File: config.mk
export PLATFORM = sky130hd
export DESIGN_NAME = i2csam_top
export DESIGN_NICKNAME = d
export VERILOG_FILES = /design/src/shared/i2csam_pkg.sv /design/src/hdl/i2csam_top.sv
export SDC_FILE = /design/constraint.sdc
export NUM_CORES = 1
export LEC_CHECK = 0
export BUFFER_PORTS_ARGS = -buffer_cell sky130_fd_sc_hd__clkbuf_2
export CORE_ASPECT_RATIO = 0.6
export CORE_MARGIN = 2
export CORE_UTILIZATION = 49
export DETAILED_ROUTE_END_ITERATION = 16
export PLACE_DENSITY = 0.86
export SLEW_MARGIN = 10
export SYNTH_ARGS = -nofsm -noshare
export SYNTH_HDL_FRONTEND = slang
export SYNTH_SLANG_ARGS = --single-unit
File: constraint.sdc
create_clock -name pclk -period 2 [get_ports pclk]
set_input_delay 0.4 -clock pclk [delete_from_list [all_inputs] [get_ports pclk]]
set_output_delay 0.4 -clock pclk [all_outputs]
set_load 0.02 [all_outputs]
File: src/shared/i2csam_pkg.sv
// Package for the I2C slave address recognition block: map, fields, types
package i2csam_pkg;

    // Register byte offsets on the APB side
    localparam logic [7:0] OFF_CTRL = 8'h08;
    localparam logic [7:0] OFF_ADDR_FIRST = 8'h1c;
    localparam logic [7:0] OFF_ADDR_SECOND = 8'h20;
    localparam logic [7:0] OFF_ADDR_THIRD = 8'h24;
    localparam logic [7:0] OFF_MATCH = 8'h28;
    localparam logic [7:0] OFF_IRQ_STAT = 8'h2c;
    localparam logic [7:0] OFF_IRQ_MASK = 8'h30;

    // Field positions
    localparam int ADDR_LSB = 1;
    localparam int ADDR_MSB = 7;
    localparam int GC_BIT = 0;
    localparam int CTRL_ACK_BIT = 2;
    localparam int CTRL_MASTER_BIT = 3;
    localparam int EV_MATCH_BIT = 0;
    localparam int EV_GCALL_BIT = 1;
    localparam int EV_STOP_BIT = 2;

    // Widths and reset values
    localparam int OWN_W = 7;
    localparam int EV_W = 3;
    localparam int BIT_CNT_W = 4;
    localparam logic [OWN_W-1:0] OWN_RESET = 7'h00;
    localparam logic [OWN_W-1:0] GCALL_ADDR = 7'h00;
    localparam logic [EV_W-1:0] EV_RESET = 3'h0;
    localparam logic [BIT_CNT_W-1:0] LAST_ADDR_BIT = 4'h7;
    localparam logic [31:0] READ_ZERO = 32'h0000_0000;

    typedef enum logic [2:0] {
        ST_IDLE,
        ST_ADDR,
        ST_ACK_WAIT,
        ST_ACK,
        ST_DONE,
        ST_IGNORE
    } i2csam_fsm_t;

    // Software-visible configuration
    typedef struct packed {
        logic [OWN_W-1:0] own_address_zero;
        logic general_call_enable;
        logic [OWN_W-1:0] own_address_one;
        logic [OWN_W-1:0] own_address_two;
        logic ack_control;
        logic master_mode;
        logic [EV_W-1:0] irq_mask;
    } i2csam_cfg_t;

    // Two-flop synchronisers plus one history stage per line
    typedef struct packed {
        logic meta;
        logic sync;
        logic prev;
    } i2csam_sync_t;

    // Whole state of the block
    typedef struct packed {
        i2csam_cfg_t cfg;
        i2csam_sync_t scl;
        i2csam_sync_t sda;
        i2csam_fsm_t fsm;
        logic [7:0] shift;
        logic [BIT_CNT_W-1:0] bit_cnt;
        logic [EV_W-1:0] match;
        logic [EV_W-1:0] irq_stat;
        logic sda_drive;
        logic addressed;
        logic read_dir;
        logic [31:0] prdata;
    } i2csam_state_t;

endpackage

File: src/hdl/i2csam_top.sv
// I2C slave address recognition with APB registers and match interrupt
//
// Added by the designer: the APB interface to the registers.

module i2csam_top (
    // Clock, reset, enable
    input wire logic pclk,
    input wire logic presetn,
    input wire logic ce,
    // APB slave
    input wire logic psel,
    input wire logic penable,
    input wire logic pwrite,
    input wire logic [7:0] paddr,
    input wire logic [31:0] pwdata,
    output logic [31:0] prdata,
    output logic pready,
    output logic pslverr,
    // I2C bus, open drain
    input wire logic scl_i,
    input wire logic sda_i,
    output logic sda_o,
    output logic sda_oe,
    // Status towards the rest of the controller
    output logic slave_addressed,
    output logic slave_read,
    output logic irq
);

    i2csam_pkg::i2csam_state_t st_reg;
    i2csam_pkg::i2csam_state_t st_next;

    logic scl_rise;
    logic scl_fall;
    logic bus_start;
    logic bus_stop;
    logic [7:0] byte_now;
    logic [i2csam_pkg::OWN_W-1:0] dev_addr;
    logic [i2csam_pkg::EV_W-1:0] own_hit;
    logic gc_hit;
    logic any_hit;
    logic [i2csam_pkg::EV_W-1:0] ev;
    logic [i2csam_pkg::EV_W-1:0] w1c;
    logic apb_setup;
    logic apb_write;
    logic mapped;
    logic [31:0] rd_word;

    // Flow of one addressing phase:
    //   START seen on the synchronised lines, match flags and counter cleared
    //   Eight SCL rises shift the address byte in, MSB first
    //   On the eighth rise the decision is made; outside master mode the match flags load
    //   If taken, SDA is pulled low from the next SCL fall to the one after
    //   The block is then addressed until the next START or STOP
    // Limitation: SCL and SDA pass two flops, so the pins must hold each
    // level for at least three pclk periods or an edge is missed.
    // Trade-off: the match decision uses the byte as it stands after the
    // last shift, which saves a cycle but makes the compare combinational.
    // Hazard: a glitch on SDA while SCL is high reads as START or STOP;
    // there is no spike filter in front of the synchronisers.

    // Edges are taken from the synchronised stage against its history,
    // never from the metastable first flop
    always_comb begin
        scl_rise = st_reg.scl.sync & ~st_reg.scl.prev;
        scl_fall = ~st_reg.scl.sync & st_reg.scl.prev;
        bus_start = st_reg.scl.sync & st_reg.scl.prev &
                    st_reg.sda.prev & ~st_reg.sda.sync;
        bus_stop = st_reg.scl.sync & st_reg.scl.prev &
                   ~st_reg.sda.prev & st_reg.sda.sync;
    end

    // Address byte as it stands after the current bit is shifted in
    always_comb begin
        byte_now = {st_reg.shift[6:0], st_reg.sda.sync};
        dev_addr = byte_now[i2csam_pkg::ADDR_MSB:i2csam_pkg::ADDR_LSB];
    end

    // A zero own address is reserved, so it never matches a broadcast
    always_comb begin
        own_hit[0] = (st_reg.cfg.own_address_zero != i2csam_pkg::OWN_RESET)
                     && (dev_addr == st_reg.cfg.own_address_zero);
        own_hit[1] = (st_reg.cfg.own_address_one != i2csam_pkg::OWN_RESET)
                     && (dev_addr == st_reg.cfg.own_address_one);
        own_hit[2] = (st_reg.cfg.own_address_two != i2csam_pkg::OWN_RESET)
                     && (dev_addr == st_reg.cfg.own_address_two);
        gc_hit = st_reg.cfg.general_call_enable &&
                 (dev_addr == i2csam_pkg::GCALL_ADDR);
        any_hit = (|own_hit) | gc_hit;
    end

    // APB decode
    always_comb begin
        apb_setup = psel & ~penable;
        apb_write = psel & penable & pwrite & ce;
        case (paddr)
            i2csam_pkg::OFF_CTRL,
            i2csam_pkg::OFF_ADDR_FIRST,
            i2csam_pkg::OFF_ADDR_SECOND,
            i2csam_pkg::OFF_ADDR_THIRD,
            i2csam_pkg::OFF_MATCH,
            i2csam_pkg::OFF_IRQ_STAT,
            i2csam_pkg::OFF_IRQ_MASK: mapped = 1'b1;
            default: mapped = 1'b0;
        endcase
    end

    // Read word, captured into a flop during the setup cycle
    always_comb begin
        rd_word = i2csam_pkg::READ_ZERO;
        case (paddr)
            i2csam_pkg::OFF_CTRL: begin
                rd_word[i2csam_pkg::CTRL_ACK_BIT] = st_reg.cfg.ack_control;
                rd_word[i2csam_pkg::CTRL_MASTER_BIT] = st_reg.cfg.master_mode;
            end
            i2csam_pkg::OFF_ADDR_FIRST: begin
                rd_word[i2csam_pkg::ADDR_MSB:i2csam_pkg::ADDR_LSB] =
                    st_reg.cfg.own_address_zero;
                rd_word[i2csam_pkg::GC_BIT] = st_reg.cfg.general_call_enable;
            end
            i2csam_pkg::OFF_ADDR_SECOND: begin
                rd_word[i2csam_pkg::ADDR_MSB:i2csam_pkg::ADDR_LSB] =
                    st_reg.cfg.own_address_one;
            end
            i2csam_pkg::OFF_ADDR_THIRD: begin
                rd_word[i2csam_pkg::ADDR_MSB:i2csam_pkg::ADDR_LSB] =
                    st_reg.cfg.own_address_two;
            end
            i2csam_pkg::OFF_MATCH: begin
                rd_word[i2csam_pkg::EV_W-1:0] = st_reg.match;
            end
            i2csam_pkg::OFF_IRQ_STAT: begin
                rd_word[i2csam_pkg::EV_W-1:0] = st_reg.irq_stat;
            end
            i2csam_pkg::OFF_IRQ_MASK: begin
                rd_word[i2csam_pkg::EV_W-1:0] = st_reg.cfg.irq_mask;
            end
            default: rd_word = i2csam_pkg::READ_ZERO;
        endcase
    end

    always_comb begin
        st_next = st_reg;
        ev = i2csam_pkg::EV_RESET;
        w1c = i2csam_pkg::EV_RESET;

        // Two-flop synchronisers with one history stage
        st_next.scl.meta = scl_i;
        st_next.scl.sync = st_reg.scl.meta;
        st_next.scl.prev = st_reg.scl.sync;
        st_next.sda.meta = sda_i;
        st_next.sda.sync = st_reg.sda.meta;
        st_next.sda.prev = st_reg.sda.sync;

        // Bus side
        // START and STOP take priority over any bit in flight, so a frame
        // cut short by the master never leaves SDA pulled low.
        // A repeated START is handled exactly as a first START.
        if (bus_start) begin
            st_next.match = i2csam_pkg::EV_RESET;
            st_next.fsm = i2csam_pkg::ST_ADDR;
            st_next.bit_cnt = '0;
            st_next.sda_drive = 1'b0;
            st_next.addressed = 1'b0;
        end else if (bus_stop) begin
            st_next.match = i2csam_pkg::EV_RESET;
            st_next.fsm = i2csam_pkg::ST_IDLE;
            st_next.sda_drive = 1'b0;
            st_next.addressed = 1'b0;
            ev[i2csam_pkg::EV_STOP_BIT] = 1'b1;
        end else begin
            case (st_reg.fsm)
                i2csam_pkg::ST_ADDR: begin
                    if (scl_rise) begin
                        st_next.shift = byte_now;
                        st_next.bit_cnt = st_reg.bit_cnt + 4'h1;
                        if (st_reg.bit_cnt == i2csam_pkg::LAST_ADDR_BIT) begin
                            // Own addresses count for nothing as master
                            if (st_reg.cfg.master_mode) begin
                                st_next.fsm = i2csam_pkg::ST_IGNORE;
                            end else begin
                                st_next.match = own_hit;
                                if (any_hit && st_reg.cfg.ack_control) begin
                                    st_next.fsm = i2csam_pkg::ST_ACK_WAIT;
                                    st_next.read_dir = byte_now[0];
                                    ev[i2csam_pkg::EV_MATCH_BIT] =
                                        |own_hit;
                                    ev[i2csam_pkg::EV_GCALL_BIT] =
                                        gc_hit;
                                end else begin
                                    // No drive on SDA: master sees NACK
                                    st_next.fsm =
                                        i2csam_pkg::ST_IGNORE;
                                end
                            end
                        end
                    end
                end
                i2csam_pkg::ST_ACK_WAIT: begin
                    if (scl_fall) begin
                        st_next.sda_drive = 1'b1;
                        st_next.fsm = i2csam_pkg::ST_ACK;
                    end
                end
                i2csam_pkg::ST_ACK: begin
                    if (scl_fall) begin
                        st_next.sda_drive = 1'b0;
                        st_next.addressed = 1'b1;
                        st_next.fsm = i2csam_pkg::ST_DONE;
                    end
                end
                i2csam_pkg::ST_IDLE,
                i2csam_pkg::ST_DONE,
                i2csam_pkg::ST_IGNORE: begin
                    st_next.fsm = st_reg.fsm;
                end
                default: begin
                    st_next.fsm = i2csam_pkg::ST_IDLE;
                    st_next.sda_drive = 1'b0;
                end
            endcase
        end

        // APB side
        // Read data is captured in the setup cycle so that prdata comes
        // straight from a flop; a flag that changes during the access
        // phase shows up on the next read.
        if (apb_setup) begin
            st_next.prdata = rd_word;
        end
        // Writes to the match flags or to unmapped offsets change nothing
        if (apb_write) begin
            case (paddr)
                i2csam_pkg::OFF_CTRL: begin
                    st_next.cfg.ack_control =
                        pwdata[i2csam_pkg::CTRL_ACK_BIT];
                    st_next.cfg.master_mode =
                        pwdata[i2csam_pkg::CTRL_MASTER_BIT];
                end
                i2csam_pkg::OFF_ADDR_FIRST: begin
                    st_next.cfg.own_address_zero =
                        pwdata[i2csam_pkg::ADDR_MSB:i2csam_pkg::ADDR_LSB];
                    st_next.cfg.general_call_enable =
                        pwdata[i2csam_pkg::GC_BIT];
                end
                i2csam_pkg::OFF_ADDR_SECOND: begin
                    st_next.cfg.own_address_one =
                        pwdata[i2csam_pkg::ADDR_MSB:i2csam_pkg::ADDR_LSB];
                end
                i2csam_pkg::OFF_ADDR_THIRD: begin
                    st_next.cfg.own_address_two =
                        pwdata[i2csam_pkg::ADDR_MSB:i2csam_pkg::ADDR_LSB];
                end
                i2csam_pkg::OFF_IRQ_STAT: begin
                    w1c = pwdata[i2csam_pkg::EV_W-1:0];
                end
                i2csam_pkg::OFF_IRQ_MASK: begin
                    st_next.cfg.irq_mask = pwdata[i2csam_pkg::EV_W-1:0];
                end
                default: begin
                    st_next.cfg = st_reg.cfg;
                end
            endcase
        end

        // A new event in the clearing cycle survives the clear
        st_next.irq_stat = (st_reg.irq_stat & ~w1c) | ev;
    end

    // Reset clears configuration, flags and bus state
    always_ff @(posedge pclk or negedge presetn) begin
        if (!presetn) begin
            st_reg <= '0;
            st_reg.scl <= 3'h7;
            st_reg.sda <= 3'h7;
            st_reg.fsm <= i2csam_pkg::ST_IDLE;
        end else if (ce) begin
            st_reg <= st_next;
        end
    end

    // Zero wait state; a low clock enable stretches the access phase
    always_comb begin
        pready = ce;
        pslverr = psel & penable & ~mapped;
        prdata = st_reg.prdata;
        sda_o = 1'b0;
        sda_oe = st_reg.sda_drive;
        slave_addressed = st_reg.addressed;
        slave_read = st_reg.read_dir;
        irq = |(st_reg.irq_stat & st_reg.cfg.irq_mask);
    end

endmodule

### Word-level counts from Yosys, hierarchy flattened

Index checks and enable logic that the tools add are counted.

* output and inout bits: 39
* word-level logic and storage cells: 145
* input port bits: 48
* register bits: 65

* reductions and logical operators: 35
* $add $sub $neg: 1
* bitwise logic cells: 26
* equality and inequality tests: 24
* multiplexer cells: 37

Operators by type and width (count)
* 8-bit by 6-bit equality test with 1-bit output (second input constant): 5
* 3-bit 2-to-1 mux: 13
* 7-bit equality test: 3
* 7-bit nonzero test: 3
* 18-bit 2-to-1 mux: 1
* 2-bit 2-to-1 mux: 9
* 3-bit AND reduction: 6
* 4-bit != test (second input constant): 4
* 3-bit nonzero test: 5
* 7-bit 2-to-1 mux: 2
* 1-bit AND: 12
* 3-bit case mux with 4 select lines: 1
* 4-bit case mux with 3 select lines: 1
* 5-bit AND reduction: 2
* 1-bit inverter: 9
* 3-bit OR reduction: 3
* 8-bit by 4-bit equality test with 1-bit output (second input constant): 1
* 8-bit by 5-bit equality test with 1-bit output (second input constant): 1
* 1-bit case mux with 4 select lines: 2
* 4-bit AND reduction: 2
* 8-bit AND reduction: 1
* 7-bit zero test: 1
* 1-bit case mux with 7 select lines: 1
* 7-bit OR reduction: 1
* other kinds (22): 34

### Longest topological paths before layout

* depth in word-level cells: 13
* gate-level depth with buffers: 7

### Worst setup path after synthesis

No wires, ideal clock.

* path kind: input to output
* start point: input paddr[3]
* end point: output pslverr
* setup slack: -0.192 ns
* buffers on the path: 2
* data arrival time: 1.792 ns
* required time: 1.600 ns
* cell stages on the path: 6
* cells stage by stage: buf_6 and3b_1 and3_1 buf_4 nand3b_1 nor4_1

* word-level cells in the longest chain between the ends: 5
* elaborated cells between the ends (all ways): 11

Ends and longest elaborated chain
* start: declaration: RTL line i2csam_top.sv:14 `input wire logic [7:0] paddr,`
* 8-bit by 4-bit equality test with 1-bit output, or another cell as far along: RTL line i2csam_top.sv:96 `case (paddr)`
* 7-bit OR reduction (*): RTL line i2csam_top.sv:96
* 1-bit 2-to-1 mux (*): RTL line i2csam_top.sv:96
* 1-bit inverter (*): RTL line i2csam_top.sv:285 `pslverr = psel & penable & ~mapped;`
* 1-bit AND (*): RTL line i2csam_top.sv:285
* end: declaration: RTL line i2csam_top.sv:18 `output logic pslverr,`

Every way passes the cells marked *; elsewhere a longest branch is shown, timed or not.

### Worst setup path in the final report

* start point: register st_reg[85] (netlist bit)
* end point: register st_reg (netlist bit slave_read)

* word-level cells in the longest chain between the ends: 6
* elaborated cells between the ends (all ways): 7

Ends and longest elaborated chain
* start: declaration: RTL line i2csam_top.sv:30 `i2csam_pkg::i2csam_state_t st_reg;`
* start signal: assignment: RTL line i2csam_top.sv:278 `st_reg <= st_next;`
* 7-bit equality test or 7-bit nonzero test (tied branches): RTL line i2csam_top.sv:82, i2csam_top.sv:81
* 1-bit logical AND (*): RTL line i2csam_top.sv:82 `&& (dev_addr == st_reg.cfg.own_address_zero);`
* 3-bit OR reduction (*): RTL line i2csam_top.sv:89 `any_hit = (|own_hit) | gc_hit;`
* 1-bit OR (*): RTL line i2csam_top.sv:89
* 1-bit logical AND (*): RTL line i2csam_top.sv:183 `if (any_hit && st_reg.cfg.ack_control) begin`
* 8-bit AND reduction (no source line) (*)

Marked as above.
A chain may end at the register's enable or synchronous reset.

==> impl_metrics.env <==
export IMPL_status="finished with violations"
export IMPL_violations="negative setup slack"
export IMPL_max_vdd_ir_drop_mv=0.9216
export IMPL_seqPwrFrac_pct=39.8
export IMPL_initialDrtViolationCount=292
export IMPL_cts_tree="built"
export IMPL_finClkSkew_ps=5.607
export IMPL_grt_start_max_net_pins=26
export IMPL_antenna_found_initial=0
export IMPL_grt_usage_pct=23.06
export IMPL_crit_buf_inv=1
export IMPL_ys_seq_area_share_pct=42.58
export IMPL_core_region_area_um2=7357
export IMPL_yosys_area_top_type="dfrtp_1"
export IMPL_drive_gt1_share_pct=38.31
export IMPL_dr_total_vias=2812
export IMPL_worst_path_max_fanout=3
export IMPL_fin_crit_sh_pct=101.7
export IMPL_synth_warnings=0
export IMPL_antenna_left=0
export IMPL_start_util_pct=51.36
export IMPL_place_inst=489
export IMPL_clock_path_buffers=2
export IMPL_critical_path_required_ps=2220
export IMPL_holdBufCountCts=0
export IMPL_cts_root_buf="clkbuf_16"
export IMPL_ios=87
export IMPL_p_per_area_nw_per_um2=896.8
export IMPL_dp_hpwl_mm=6.652
export IMPL_rows=24
export IMPL_antennaDiodeCount=0
export IMPL_htree_levels=3
export IMPL_grt_pass1_vias=2752
export IMPL_slowest_delay_ps=440
export IMPL_crit_type="flip-flop to flip-flop"
export IMPL_portBuffers=37
export IMPL_maxCapViolations=0
export IMPL_drt_pass1_iterations=5
export IMPL_nets=459
export IMPL_cp_end_kind="flip-flop"
export IMPL_area_growth_pct=20.66
export IMPL_cts_sinks=64
export IMPL_rsz0062_at_grt="true"
export IMPL_hold_path_class="primary input to async pin"
export IMPL_p_comb_share_pct=19.1
export IMPL_drv_slew=0
export IMPL_path_delay_family="simple AND/OR/NAND/NOR gates"
export IMPL_viasPerCell=5.418
export IMPL_swShare_pct=28.82
export IMPL_synthFlopType="dfrtp_1"
export IMPL_drc=0
export IMPL_crit_slowest_cell="a2111oi_4"
export IMPL_leakage_uw=0.002162
export IMPL_p_clk_share_pct=41.1
export IMPL_worst_slack_ps=-33.40
export IMPL_slew_headroom_pct=58.88
export IMPL_rrSetupSlack_ps=-30
export IMPL_syn_area_um2=3779
export IMPL_syn_area_per_cell_um2=11.11
export IMPL_synthTopCellsByArea="dfrtp_1 (38%), buf_4 (7.0%), mux2_4 (5.6%)"
export IMPL_synth_common_cells="dfrtp_1 (58), buf_4 (35), nand2_1 (26)"
export IMPL_crit_chain="buf_6 > xnor2_2 > nand4_1 > a2111oi_4 > nor4b_4 > nor2_2 > mux2_4"
export IMPL_synth_edf_count=0
export IMPL_startpoint_type="flip-flop"
export IMPL_critPathArrivalTime_ps=2250
export IMPL_worst_skew_pair_late_latency_ps=330
export IMPL_dieArea_um2=8453
export IMPL_netlist_instances=340
export IMPL_place_congestion=0.9211
export IMPL_finalPower_uw=4089
export IMPL_overflow=0
export IMPL_hold_viol_final=0
export IMPL_synth_top_area_share_pct=38.41
export IMPL_worst_pin_slew_ps=616.8
export IMPL_intPower_uw=2911
export IMPL_synth_most_common_cell="dfrtp_1"
export IMPL_finalWirelength_mm=9.166
export IMPL_synthArstFlopShare_pct=100.0
export IMPL_max_freq_mhz=491.8
export IMPL_die_y_um=72.02
export IMPL_fin_util_pct=61.97
export IMPL_layout_cells_non_filler=519
export IMPL_setup_viol=1
export IMPL_clkTransAtPathRegs_ps=50
export IMPL_die_w_um=117.4
export IMPL_switching_power_uw=1178
export IMPL_grt_pass1_wl_mm=14.88
export IMPL_finalCriticalPeriod_ps=2033
export IMPL_ys_ff_latch=64
export IMPL_largest_reg_flops=42
export IMPL_tns_ps=-33.40
export IMPL_wl_per_cell_um=17.66
export IMPL_synth_distinct_cells=61
export IMPL_numCtsBuffers=9
## path summary, 6_finish.rpt
kind | from | to | cells after the start
max | st_reg[85] | slave_read | 7
min | presetn | st_reg[42] | 1
max reg2reg | st_reg[85] | slave_read | 7
min reg2reg | prdata[0] | prdata[0] | 1
max in group asynchronous | presetn | prdata[6] | 2
min in group pclk | scl_i | st_next[60] | 2
## routing by layer
metal / GRT usage (%) / vias to the layer above / share of wire (%)
li1: - / 1297 / -
met1: 33.43 / 1371 / 47
met2: 32.55 / 131 / 43
met3: 7.783 / 13 / 9.1
met4: 7.497 / 0 / 1.5
met5: 0 / - / 0
## cell type report
cell class                      count  area [um^2]
Multi-Input combinational cell    239         1892
Clock buffer                       11        242.7
Clock inverter                      5        80.08
Sequential cell                    64         1613
Inverter                            9        33.78
Tap cell                          104        130.1
Timing Repair Buffer               87        568.0
Fill cell                         577         2798
## power groups by stage
| stage | Clock, uW | Combinational, uW | Sequential, uW |
|---|---|---|---|
| after detailed placement | 0 | 736 | 1630 |
| after floorplan | 0 | 649 | 1530 |
| final | 1680 | 783 | 1630 |
| after CTS | 1720 | 748 | 1610 |
| after global placement | 0 | 705 | 1620 |
| after global routing | 1770 | 860 | 1640 |
## metrics by stage
stage               hold slack [ps]  area, um^2  setup slack (ps)
global placement              424.7        4084             13.65
global route                  103.0        4559            -105.9
finish                        74.36        4559            -33.40
CTS                           77.75        4461             7.312
detailed placement            432.1        4084            -27.84
floorplan                     104.4        3875             31.92
## kinds of logic (layout without fill, tap and decap cells)
family | Yosys count | in the layout | synth area share [%]
mux | 42 | 42 | 13.91
buf+inv | 61 | 112 | 10.86
compound gates | 59 | 59 | 12.42
xor+xnor | 19 | 19 | 4.404
other cells | 1 | 25 | 0.09924
fa+ha+maj | 1 | 1 | 0.3311
flops | 64 | 64 | 42.58
simple gates | 93 | 93 | 15.40
## repair_timing
action | CTS | global route
setup buffers | 7 | 7
pin swaps | 3 | 14
endpoints found under the setup margin | 1 | 2
gates resized for setup | 1 | 12
## placed cells by master (no fill, tap or decap), types with 7 or more instances in the layout
master / Yosys / routed
buf_4: 35 / 48
clkbuf_16: 0 / 9
clkbuf_2: 0 / 36
conb_1: 1 / 25
dfrtp_1: 58 / 55
inv_1: 8 / 8
mux2_1: 16 / 15
mux2_2: 12 / 12
mux2_4: 14 / 15
nand2_1: 26 / 26
nor2_1: 13 / 13
nor2b_1: 7 / 7
o21ai_0: 10 / 10
o21ai_1: 15 / 14
xnor2_1: 13 / 11
Power figures use the tool's default switching activity.
